## src/bubble_host_pkg.sv

```systemverilog
// Constants shared by the dual bus host interface of the bubble store.
// Assumes a single 40 MHz clock; all pin timing is counted in its cycles.
// Operation
// - Incremental access runs two 6 us rotations and moves one 16-bit word.
// - Interface logic acts only while the bus power request is low.
// - Access pulses count only while not busy and at least one us long; a pulse on the other bus while busy is kept as waiting.
// - An access pulse wider than 7.5 us selects incremental access.
// - Accepting a pulse latches mode and address and drives busy low.
// - While busy, access pulse, mode and address inputs are ignored; those of the other bus are latched as a waiting request.
// - Word valid high marks good bus data; writer of the data drives it.
// - Write data is captured as the word strobe falls.
// - A rising word strobe says the next word may be placed on the bus.
// - Read data is presented on the bus near the end of the cycle.
// - An access pulse shorter than 7.5 us starts a burst.
// - A stop pulse of at least 1 us inside a strobe low window ends a burst.
// - Burst words are paced by the 166.6 kHz internal drive field.
// - Two identical buses; a request while idle takes sole control.
// - A waiting bus gets 7.5 us priority after busy releases.
// - Incremental rate is any host rate up to the minimum cycle time.
// - Bus control and data pins are active low, apart from word valid, which is active high.
package bubble_host_pkg;

   localparam int unsigned CLK_MHZ = 40;
   localparam int unsigned T_GLITCH_NS = 1000;
   localparam int unsigned T_LONG_NS = 7500;
   localparam int unsigned T_STOP_NS = 1000;
   localparam int unsigned T_PRIO_NS = 7500;
   localparam int unsigned T_ROT_NS = 6000;
   localparam int unsigned ROT_PER_WORD = 2;

   // Least times round up, longest times round down
   localparam logic [15:0] GLITCH_CYC =
      16'((T_GLITCH_NS * CLK_MHZ + 999) / 1000);
   localparam logic [15:0] LONG_CYC = 16'((T_LONG_NS * CLK_MHZ) / 1000);
   localparam logic [15:0] STOP_CYC =
      16'((T_STOP_NS * CLK_MHZ + 999) / 1000);
   localparam logic [15:0] PRIO_CYC = 16'((T_PRIO_NS * CLK_MHZ) / 1000);
   localparam logic [15:0] ROT_CYC = 16'((T_ROT_NS * CLK_MHZ) / 1000);
   localparam logic [15:0] WORD_CYC = 16'(ROT_PER_WORD * ROT_CYC);
   localparam logic [15:0] HALF_CYC = 16'(ROT_CYC);
   localparam logic [15:0] CNT_MAX = 16'hFFFF;

   typedef enum logic [0:0] {
      ST_IDLE = 1'b0,
      ST_RUN  = 1'b1
   } seq_state_t;

endpackage

```

## src/bubble_host_port.sv

```systemverilog
// Dual bus user port of the bubble store, with pulse discrimination,
// arbitration, word pacing and two-entry buffers toward the store core.
// Assumes pins arrive asynchronously and the core answers cmd_start.
`timescale 1ns/1ps
`default_nettype none

////////////////////////////////////////////////////////////////////////////
module pin_sync #(
   parameter int W = 1
) (
   input wire logic clk,
   input wire logic rst,
   input wire logic [W-1:0] d,
   output logic [W-1:0] q
);
   logic [W-1:0] meta_q;
   // Reset to the idle high level of the pins, so that no false edge or
   // powered bus appears while the stages refill after reset
   always_ff @(posedge clk) begin
      if (rst) begin
         meta_q <= '1;
         q <= '1;
      end else begin
         meta_q <= d;
         q <= meta_q;
      end
   end
endmodule

////////////////////////////////////////////////////////////////////////////
module word_buf2 #(
   parameter int W = 16
) (
   input wire logic clk,
   input wire logic rst,
   input wire logic in_valid,
   output logic in_ready,
   input wire logic [W-1:0] in_data,
   output logic out_valid,
   input wire logic out_ready,
   output logic [W-1:0] out_data
);
   logic [W-1:0] mem_q [2];
   logic [1:0] cnt_q;
   logic wp_q;
   logic rp_q;
   logic push;
   logic pop;

   assign in_ready = (cnt_q != 2'h2);
   assign out_valid = (cnt_q != 2'h0);
   assign push = in_valid && in_ready;
   assign pop = out_valid && out_ready;
   assign out_data = mem_q[rp_q];

   always_ff @(posedge clk) begin
      if (rst) begin
         cnt_q <= 2'h0;
         wp_q <= 1'b0;
         rp_q <= 1'b0;
      end else begin
         cnt_q <= 2'(cnt_q + {1'b0, push} - {1'b0, pop});
         if (push) wp_q <= ~wp_q;
         if (pop) rp_q <= ~rp_q;
      end
   end

   always_ff @(posedge clk) begin
      if (push) mem_q[wp_q] <= in_data;
   end
endmodule

////////////////////////////////////////////////////////////////////////////
module bubble_host_port
   import bubble_host_pkg::*;
#(
   parameter int WORD_W = 16,
   parameter int ADDR_W = 3
) (
   // Clock and reset
   input wire logic clk,
   input wire logic rst,
   // Bus pins, index is the bus number, active low apart from word valid
   input wire logic [1:0] pwr_req_n,
   input wire logic [1:0] access_n,
   input wire logic [1:0] write_n,
   input wire logic [1:0][ADDR_W-1:0] cell_sel_n,
   output logic [1:0] busy_n,
   output logic [1:0] word_strobe_n,
   input wire logic [1:0] valid_i,
   output logic [1:0] valid_o,
   output logic [1:0] valid_oe,
   input wire logic [1:0][WORD_W-1:0] data_i,
   output logic [1:0][WORD_W-1:0] data_o,
   output logic [1:0] data_oe,
   // Command toward the store core
   output logic cmd_start,
   output logic cmd_done,
   output logic cmd_write,
   output logic cmd_burst,
   output logic cmd_bus,
   output logic [ADDR_W-1:0] cmd_addr,
   // Read words from the core
   input wire logic rd_valid,
   output logic rd_ready,
   input wire logic [WORD_W-1:0] rd_data,
   // Write words to the core
   output logic wr_valid,
   input wire logic wr_ready,
   output logic [WORD_W-1:0] wr_data
);

   if (WORD_W < 1 || ADDR_W < 1 || ADDR_W > 8) begin : g_chk
      $error("bubble_host_port: unsupported width");
   end

   localparam int SW = 3 + ADDR_W + WORD_W + 1;

   logic [1:0] pwr_on;
   logic [1:0] acc_low;
   logic [1:0] wr_s;
   logic [ADDR_W-1:0] addr_s [2];
   logic [WORD_W-1:0] data_s [2];
   logic [1:0] valid_s;
   logic [15:0] low_cnt_q [2];
   logic [1:0] acc_prev_q;
   logic [1:0] blk_q;
   logic [1:0] req_ev;

   seq_state_t state_q;
   logic busy;
   logic [15:0] phase_q;
   logic strobe_low_q;
   logic owner_q;
   logic burst_q;
   logic wr_q;
   logic stop_q;
   logic [ADDR_W-1:0] addr_q;
   logic [1:0] pend_q;
   logic pend_long_q [2];
   logic pend_wr_q [2];
   logic [ADDR_W-1:0] pend_addr_q [2];
   logic prio_on_q;
   logic prio_bus_q;
   logic [15:0] prio_cnt_q;
   logic rr_q;
   logic grant;
   logic gbus;
   logic step;
   logic fall_ev;
   logic wrap_ev;
   logic end_ev;
   logic [WORD_W-1:0] dout_q;
   logic dout_vld_q;
   logic wb_in_ready;
   logic rb_out_valid;
   logic [WORD_W-1:0] rb_out_data;

   assign busy = (state_q == ST_RUN);

   ////////////////////////////////////////////////////////////////////////
   // Per bus pin capture and pulse width measurement
   for (genvar b = 0; b < 2; b++) begin : g_bus
      logic [SW-1:0] raw;
      logic [SW-1:0] syn;
      assign raw = {pwr_req_n[b], access_n[b], write_n[b], cell_sel_n[b],
                    data_i[b], valid_i[b]};
      pin_sync #(.W(SW)) u_sync (
         .clk(clk),
         .rst(rst),
         .d(raw),
         .q(syn)
      );
      // Synchroniser resets high, so a bus reads as off until its
      // request line is really seen low
      assign pwr_on[b] = ~syn[SW-1] && ~rst;
      assign acc_low[b] = ~syn[SW-2] && pwr_on[b];
      assign wr_s[b] = ~syn[SW-3];
      assign addr_s[b] = ~syn[WORD_W+ADDR_W:WORD_W+1];
      assign data_s[b] = ~syn[WORD_W:1];
      assign valid_s[b] = syn[0];

      // Saturating low time counter on the crystal timebase
      always_ff @(posedge clk) begin
         if (rst || !acc_low[b]) begin
            low_cnt_q[b] <= 16'h0000;
         end else if (low_cnt_q[b] != CNT_MAX) begin
            low_cnt_q[b] <= 16'(low_cnt_q[b] + 16'h0001);
         end
      end

      always_ff @(posedge clk) begin
         if (rst) acc_prev_q[b] <= 1'b0;
         else acc_prev_q[b] <= acc_low[b];
      end

      // A low that overlaps our own cycle is a stop pulse, never a request
      always_ff @(posedge clk) begin
         if (rst) blk_q[b] <= 1'b0;
         else if (busy && owner_q == b) blk_q[b] <= 1'b1;
         else if (!acc_low[b]) blk_q[b] <= 1'b0;
      end

      assign req_ev[b] = acc_prev_q[b] && !acc_low[b] && pwr_on[b] &&
                         low_cnt_q[b] >= GLITCH_CYC && !blk_q[b] &&
                         !(busy && owner_q == b);

      assign busy_n[b] = ~(busy && pwr_on[b]);
      assign word_strobe_n[b] = ~(strobe_low_q && owner_q == b &&
                                  pwr_on[b]);
      assign data_oe[b] = busy && !wr_q && owner_q == b && pwr_on[b];
      assign valid_oe[b] = data_oe[b];
      assign valid_o[b] = dout_vld_q;
      assign data_o[b] = ~dout_q;
   end

   ////////////////////////////////////////////////////////////////////////
   // Pending requests; a new pulse wins over the clearing grant
   always_ff @(posedge clk) begin
      if (rst) begin
         pend_q <= 2'b00;
      end else begin
         for (int b = 0; b < 2; b++) begin
            if (req_ev[b]) pend_q[b] <= 1'b1;
            else if (grant && gbus == b) pend_q[b] <= 1'b0;
         end
      end
   end

   always_ff @(posedge clk) begin
      for (int b = 0; b < 2; b++) begin
         if (req_ev[b]) begin
            pend_long_q[b] <= (low_cnt_q[b] > LONG_CYC);
            pend_wr_q[b] <= wr_s[b];
            pend_addr_q[b] <= addr_s[b];
         end
      end
   end

   // Idle grant: a lone request takes the module, a tie goes to the
   // priority holder, else alternates between the buses
   always_comb begin
      grant = 1'b0;
      gbus = 1'b0;
      if (state_q == ST_IDLE && pend_q != 2'b00) begin
         grant = 1'b1;
         if (pend_q == 2'b11) gbus = prio_on_q ? prio_bus_q : rr_q;
         else gbus = pend_q[1];
      end
   end

   always_ff @(posedge clk) begin
      if (rst) rr_q <= 1'b0;
      else if (grant) rr_q <= ~gbus;
   end

   always_ff @(posedge clk) begin
      if (rst || grant) begin
         prio_on_q <= 1'b0;
         prio_bus_q <= 1'b0;
         prio_cnt_q <= 16'h0000;
      end else if (end_ev && pend_q[~owner_q]) begin
         prio_on_q <= 1'b1;
         prio_bus_q <= ~owner_q;
         prio_cnt_q <= PRIO_CYC;
      end else if (prio_cnt_q != 16'h0000) begin
         prio_cnt_q <= 16'(prio_cnt_q - 16'h0001);
      end else begin
         prio_on_q <= 1'b0;
      end
   end

   ////////////////////////////////////////////////////////////////////////
   // Word sequencer: one word per two field rotations
   // The strobe fall is held off while the buffer cannot take or give a
   // word, so a slow core stretches the cycle instead of losing data
   assign step = !(phase_q == 16'(HALF_CYC - 16'h0001) &&
                   (wr_q ? !wb_in_ready : !rb_out_valid));
   assign fall_ev = busy && step && phase_q == 16'(HALF_CYC - 16'h0001);
   assign wrap_ev = busy && step && phase_q == 16'(WORD_CYC - 16'h0001);
   assign end_ev = wrap_ev && (!burst_q || stop_q);

   always_ff @(posedge clk) begin
      if (rst) begin
         state_q <= ST_IDLE;
         phase_q <= 16'h0000;
         owner_q <= 1'b0;
         burst_q <= 1'b0;
         wr_q <= 1'b0;
         addr_q <= '0;
      end else begin
         case (state_q)
            ST_IDLE: begin
               if (grant) begin
                  state_q <= ST_RUN;
                  phase_q <= 16'h0000;
                  owner_q <= gbus;
                  burst_q <= !pend_long_q[gbus];
                  wr_q <= pend_wr_q[gbus];
                  addr_q <= pend_addr_q[gbus];
               end
            end
            ST_RUN: begin
               if (wrap_ev) begin
                  phase_q <= 16'h0000;
                  if (end_ev) state_q <= ST_IDLE;
               end else if (step) begin
                  phase_q <= 16'(phase_q + 16'h0001);
               end
            end
            default: state_q <= ST_IDLE;
         endcase
      end
   end

   always_ff @(posedge clk) begin
      if (rst || !busy || wrap_ev) strobe_low_q <= 1'b0;
      else if (fall_ev) strobe_low_q <= 1'b1;
   end

   always_ff @(posedge clk) begin
      if (rst || grant) stop_q <= 1'b0;
      else if (busy && burst_q && strobe_low_q &&
               low_cnt_q[owner_q] >= STOP_CYC) stop_q <= 1'b1;
   end

   always_ff @(posedge clk) begin
      if (rst) begin
         cmd_start <= 1'b0;
         cmd_done <= 1'b0;
         cmd_write <= 1'b0;
         cmd_burst <= 1'b0;
         cmd_bus <= 1'b0;
         cmd_addr <= '0;
      end else begin
         cmd_start <= grant;
         cmd_done <= end_ev;
         if (grant) begin
            cmd_write <= pend_wr_q[gbus];
            cmd_burst <= !pend_long_q[gbus];
            cmd_bus <= gbus;
            cmd_addr <= pend_addr_q[gbus];
         end
      end
   end

   ////////////////////////////////////////////////////////////////////////
   // Data path buffers
   word_buf2 #(.W(WORD_W)) u_wbuf (
      .clk(clk),
      .rst(rst),
      .in_valid(fall_ev && wr_q && valid_s[owner_q]),
      .in_ready(wb_in_ready),
      .in_data(data_s[owner_q]),
      .out_valid(wr_valid),
      .out_ready(wr_ready),
      .out_data(wr_data)
   );

   word_buf2 #(.W(WORD_W)) u_rbuf (
      .clk(clk),
      .rst(rst),
      .in_valid(rd_valid),
      .in_ready(rd_ready),
      .in_data(rd_data),
      .out_valid(rb_out_valid),
      .out_ready(fall_ev && !wr_q),
      .out_data(rb_out_data)
   );

   // Read word shown in the second half of the cycle
   always_ff @(posedge clk) begin
      if (rst) begin
         dout_q <= '0;
         dout_vld_q <= 1'b0;
      end else if (fall_ev && !wr_q) begin
         dout_q <= rb_out_data;
         dout_vld_q <= 1'b1;
      end else if (wrap_ev || !busy) begin
         dout_vld_q <= 1'b0;
      end
   end

   ////////////////////////////////////////////////////////////////////////
   // Checks
   logic [15:0] low_len_q;
   logic [7:0] words_q;
   always_ff @(posedge clk) begin
      if (rst || !strobe_low_q) low_len_q <= 16'h0000;
      else low_len_q <= 16'(low_len_q + 16'h0001);
   end
   always_ff @(posedge clk) begin
      if (rst || grant) words_q <= 8'h00;
      else if (fall_ev) words_q <= 8'(words_q + 8'h01);
   end
endmodule

`default_nettype wire

```

## config.mk

```make
export PLATFORM = sky130hd
export DESIGN_NAME = bubble_host_port
export DESIGN_NICKNAME = d
export VERILOG_FILES = /design/src/bubble_host_pkg.sv /design/src/bubble_host_port.sv
export SDC_FILE = /design/constraint.sdc
export NUM_CORES = 1
export LEC_CHECK = 0
export ABC_AREA = 1
export BUFFER_PORTS_ARGS = -buffer_cell sky130_fd_sc_hd__buf_2
export CORE_UTILIZATION = 40
export CTS_CLUSTER_DIAMETER = 40
export CTS_CLUSTER_SIZE = 30
export DETAILED_ROUTE_END_ITERATION = 16
export PLACE_DENSITY = 0.66
export SKIP_LAST_GASP = 1
export SYNTH_ARGS = -nofsm -noshare
export SYNTH_HDL_FRONTEND = slang
export SYNTH_SLANG_ARGS = --single-unit
```

## constraint.sdc

```tcl
create_clock -name clk -period 3.86 [get_ports clk]
set_input_delay 0.965 -clock clk [delete_from_list [all_inputs] [get_ports clk]]
set_output_delay 0.965 -clock clk [all_outputs]
set_load 0.01 [all_outputs]
```

==> key figures <==
Final layout
  • NumNets Final: 1416
  • Antenna diodes: 0
  • Layout cells sized above 1: 0.257
  • Area grow syn2layout: 18.1%
  • Layout Cells excl Fill: 1745
  • Layout fillers: 2616

Detailed routing
  • Routed WL: 23300 um
  • Vias: 8062
  • Violation count after the first detailed-route iteration: 411
  • DRC errors left: 0
  • Wire per inst: 13.3 um
  • DR vias/cell: 4.62
  • Highest metal used: met4
  • Drt first pass iters: 5
  • Wire length on met3: 1030 um
  • Wire length on met2: 11400 um
  • Wl on met1: 10400 um
  • Remaining antenna violation count after routing: 0

GRT
  • Initial antenna violation count: 0
  • Vias in the first global route: 7578
  • GRT overflow: 0
  • GRT Util Overall: 0.161
  • First-pass GRT wire length: 37100 um
  • Largest net degree at the start of global routing: 81

Logic synthesis
  • Register area share after synthesis: 0.580
  • Synth Instances: 1217
  • Post-synth top cells: 236 x nand2_1, 171 x dfxtp_1, 132 x inv_1, 111 x nor2_1, 106 x edfxtp_1
  • Cell variety after synth: 40
  • Synth top area cells: dfxtp_1 30%, edfxtp_1 28%, nand2_1 7.8%, or2_2 5.3%, inv_1 4.4%
  • Top-count cell post-synth: nand2_1
  • YS warnings: 0
  • Async SR Flop Fraction: 0
  • Area fraction of the dominant cell type after synthesis: 0.301
  • Synthesized area: 11400 um^2
  • Synth Register Bits: 277
  • Largest area contributor in the netlist: dfxtp_1
  • Post-synth EDFFs: 106
  • Synth Net Count: 1293
  • Post-synth top flop: dfxtp_1
  • Syn Area/Cell: 9.36 um^2

Power
  • Leakage: 5.60 nW
  • Pwr/cell area: 534 nW/um^2
  • Power, Total: 7.19 mW
  • VDD IR max: 0.342 mV

Hold path
  • Hold Path Stages: 1
  • Hold endpoint: g_bus[0].u_sync.q[12]
  • HP Start: g_bus[0].u_sync.meta_q[12]
  • Hold Path Class: flop to flop

Timing
  • Fin Setup TNS: 0 ns
  • Final period util: 0.779
  • Worst Tran Pin Value: 0.825 ns
  • Final hold vios: 0
  • Clk_skew: 0.0112 ns
  • Setup WS post-layout: 0.854 ns
  • Final Setup Violations: 0
  • Final Slew Violations: 0
  • Max Clock Freq: 0.333 GHz
  • Worst slew margin: 0.449
  • RSZ-0062 raised after global routing: false
  • Final min period: 3.01 ns

Placement
  • Placer Congestion: 0.859
  • Buffers on Ports: 133
  • HPWL after detailed placement: 16300 um
  • Place WS: 0.989 ns
  • Dpl cells: 1680

Worst setup path
  • Delay-heaviest family, CP: flip-flops
  • CP Capture Type: output port
  • Worst r2r src: phase_q[0]
  • Worst reg-to-reg setup slack: 1.37 ns
  • Worst Path Max Fanout: 17
  • Max incr delay on CP: 0.79 ns
  • Buf/Inv on CP: 1
  • CP Class: flop to output port
  • Cell Chain, Critical Path: nand2_1, nor3_1, buf_2
  • Required time worst endpoint: 2.89 ns
  • Startpoint Class: flop
  • Slowest CP cell: dfxtp_1
  • FF-to-FF path depth: 7
  • Cell depth of the worst setup path: 3
  • Arr. time, crit path: 2.04 ns
  • R2R Path End: u_wbuf.mem_q[1][14]

Clock network
  • Hold_buf cts: 0
  • H-tree levels: 2
  • Clock Sinks: 277
  • Clock Path Buffers: 3
  • Post-cts resize count: 0
  • TritonCTS clock tree: yes
  • Root buffer cell: clkbuf_16
  • Total CTS buffers: 36
  • Worst-Skew Late Latency: 0.51 ns
  • Post-CTS setup buffers: 0
  • Worst-path clk slew: 0.06 ns

Floorplanning
  • Die height: 171 um
  • Die ar.: 29100 um^2
  • Standard-cell row count: 61
  • Starting Density: 0.409
  • Core area: 27900 um^2
  • Chip width: 171 um
  • Number of top-level pins: 134

Status
  • Outcome: finished, final reports clean

Run
  • Max-Cap Viols: 0
routing by layer:
layer | track usage | up-vias
met5 | 0 | -
met4 | 0.0560 | 0
met3 | 0.0291 | 45
met1 | 0.203 | 3688
li1 | - | 4157
met2 | 0.274 | 172
through the flow:
step / hold slack, ns / instance area (um^2) / util
after global routing: 0.413 / 13400 / 0.483
after floorplan: 0.389 / 11400 / -
final: 0.401 / 13400 / 0.483
after global placement: 0.392 / 12300 / 0.440
after CTS: 0.400 / 13400 / 0.483
after detailed placement: 0.392 / 12300 / 0.440
where the power goes:
| part | internal, mW | leakage [nW] | switching (mW) | total [mW] |
|---|---|---|---|---|
| sequential | 3.14 | 2.49 | 0.0433 | 3.18 |
| clock | 1.95 | 0.591 | 1.25 | 3.20 |
| combinational | 0.330 | 2.53 | 0.478 | 0.808 |
final cells by class:
| type | instances | area (um^2) | area share |
|---|---|---|---|
| repair buffers | 142 | 736 | 0.0547 |
| clock inverters | 19 | 138 | 0.0102 |
| clock buffers | 46 | 1050 | 0.0783 |
| well taps | 378 | 473 | 0.0352 |
| flip-flops and latches | 277 | 6610 | 0.491 |
| multi-input cells | 747 | 3930 | 0.292 |
| inverters | 136 | 512 | 0.0381 |
how the worst max path moves through the flow:
stage,startpoint,slack [ns],to
final,busy,0.85,data_oe[0]
after global routing,busy,0.77,data_oe[0]
after CTS,busy,0.82,data_oe[0]
after detailed placement,rst,0.99,data_oe[0]
after global placement,rst,1.02,valid_oe[0]
after floorplan,rst,1.01,valid_oe[0]
placed cells by master (no fill, tap or decap), types with 18 or more instances in the layout:
master | netlist | final
nand2_1 | 236 | 236
dfxtp_1 | 171 | 171
inv_1 | 132 | 132
buf_2 | 9 | 132
nor2_1 | 111 | 111
edfxtp_1 | 106 | 106
or2_2 | 96 | 96
nand3_1 | 58 | 58
a21oi_1 | 48 | 48
clkbuf_16 | 0 | 39
o21ai_0 | 38 | 38
nor3_1 | 26 | 25
xor2_1 | 18 | 18
state kept, by name, indices dropped and copies added (netlist names), 2 cells and up, named ones only:
register and cells:
acc_prev_q 2, blk_q 2, cmd_addr 3, dout_q 16
g_bus.u_sync.meta_q 46, g_bus.u_sync.q 46, low_cnt_q 32, pend_addr_q 6
pend_long_q 2, pend_q 2, pend_wr_q 2, phase_q 16
prio_cnt_q 16, u_rbuf.cnt_q 2, u_rbuf.mem_q 32, u_wbuf.cnt_q 2
u_wbuf.mem_q 32
logic make-up after synthesis:
logic type / share of synthesized area
flops: 0.580
xor+xnor: 0.0192
simple gates: 0.237
mux: 0.0299
compound gates: 0.0478
buf+inv: 0.0753
fa+ha+maj: 0.0110
Power figures use the tool's default switching activity.
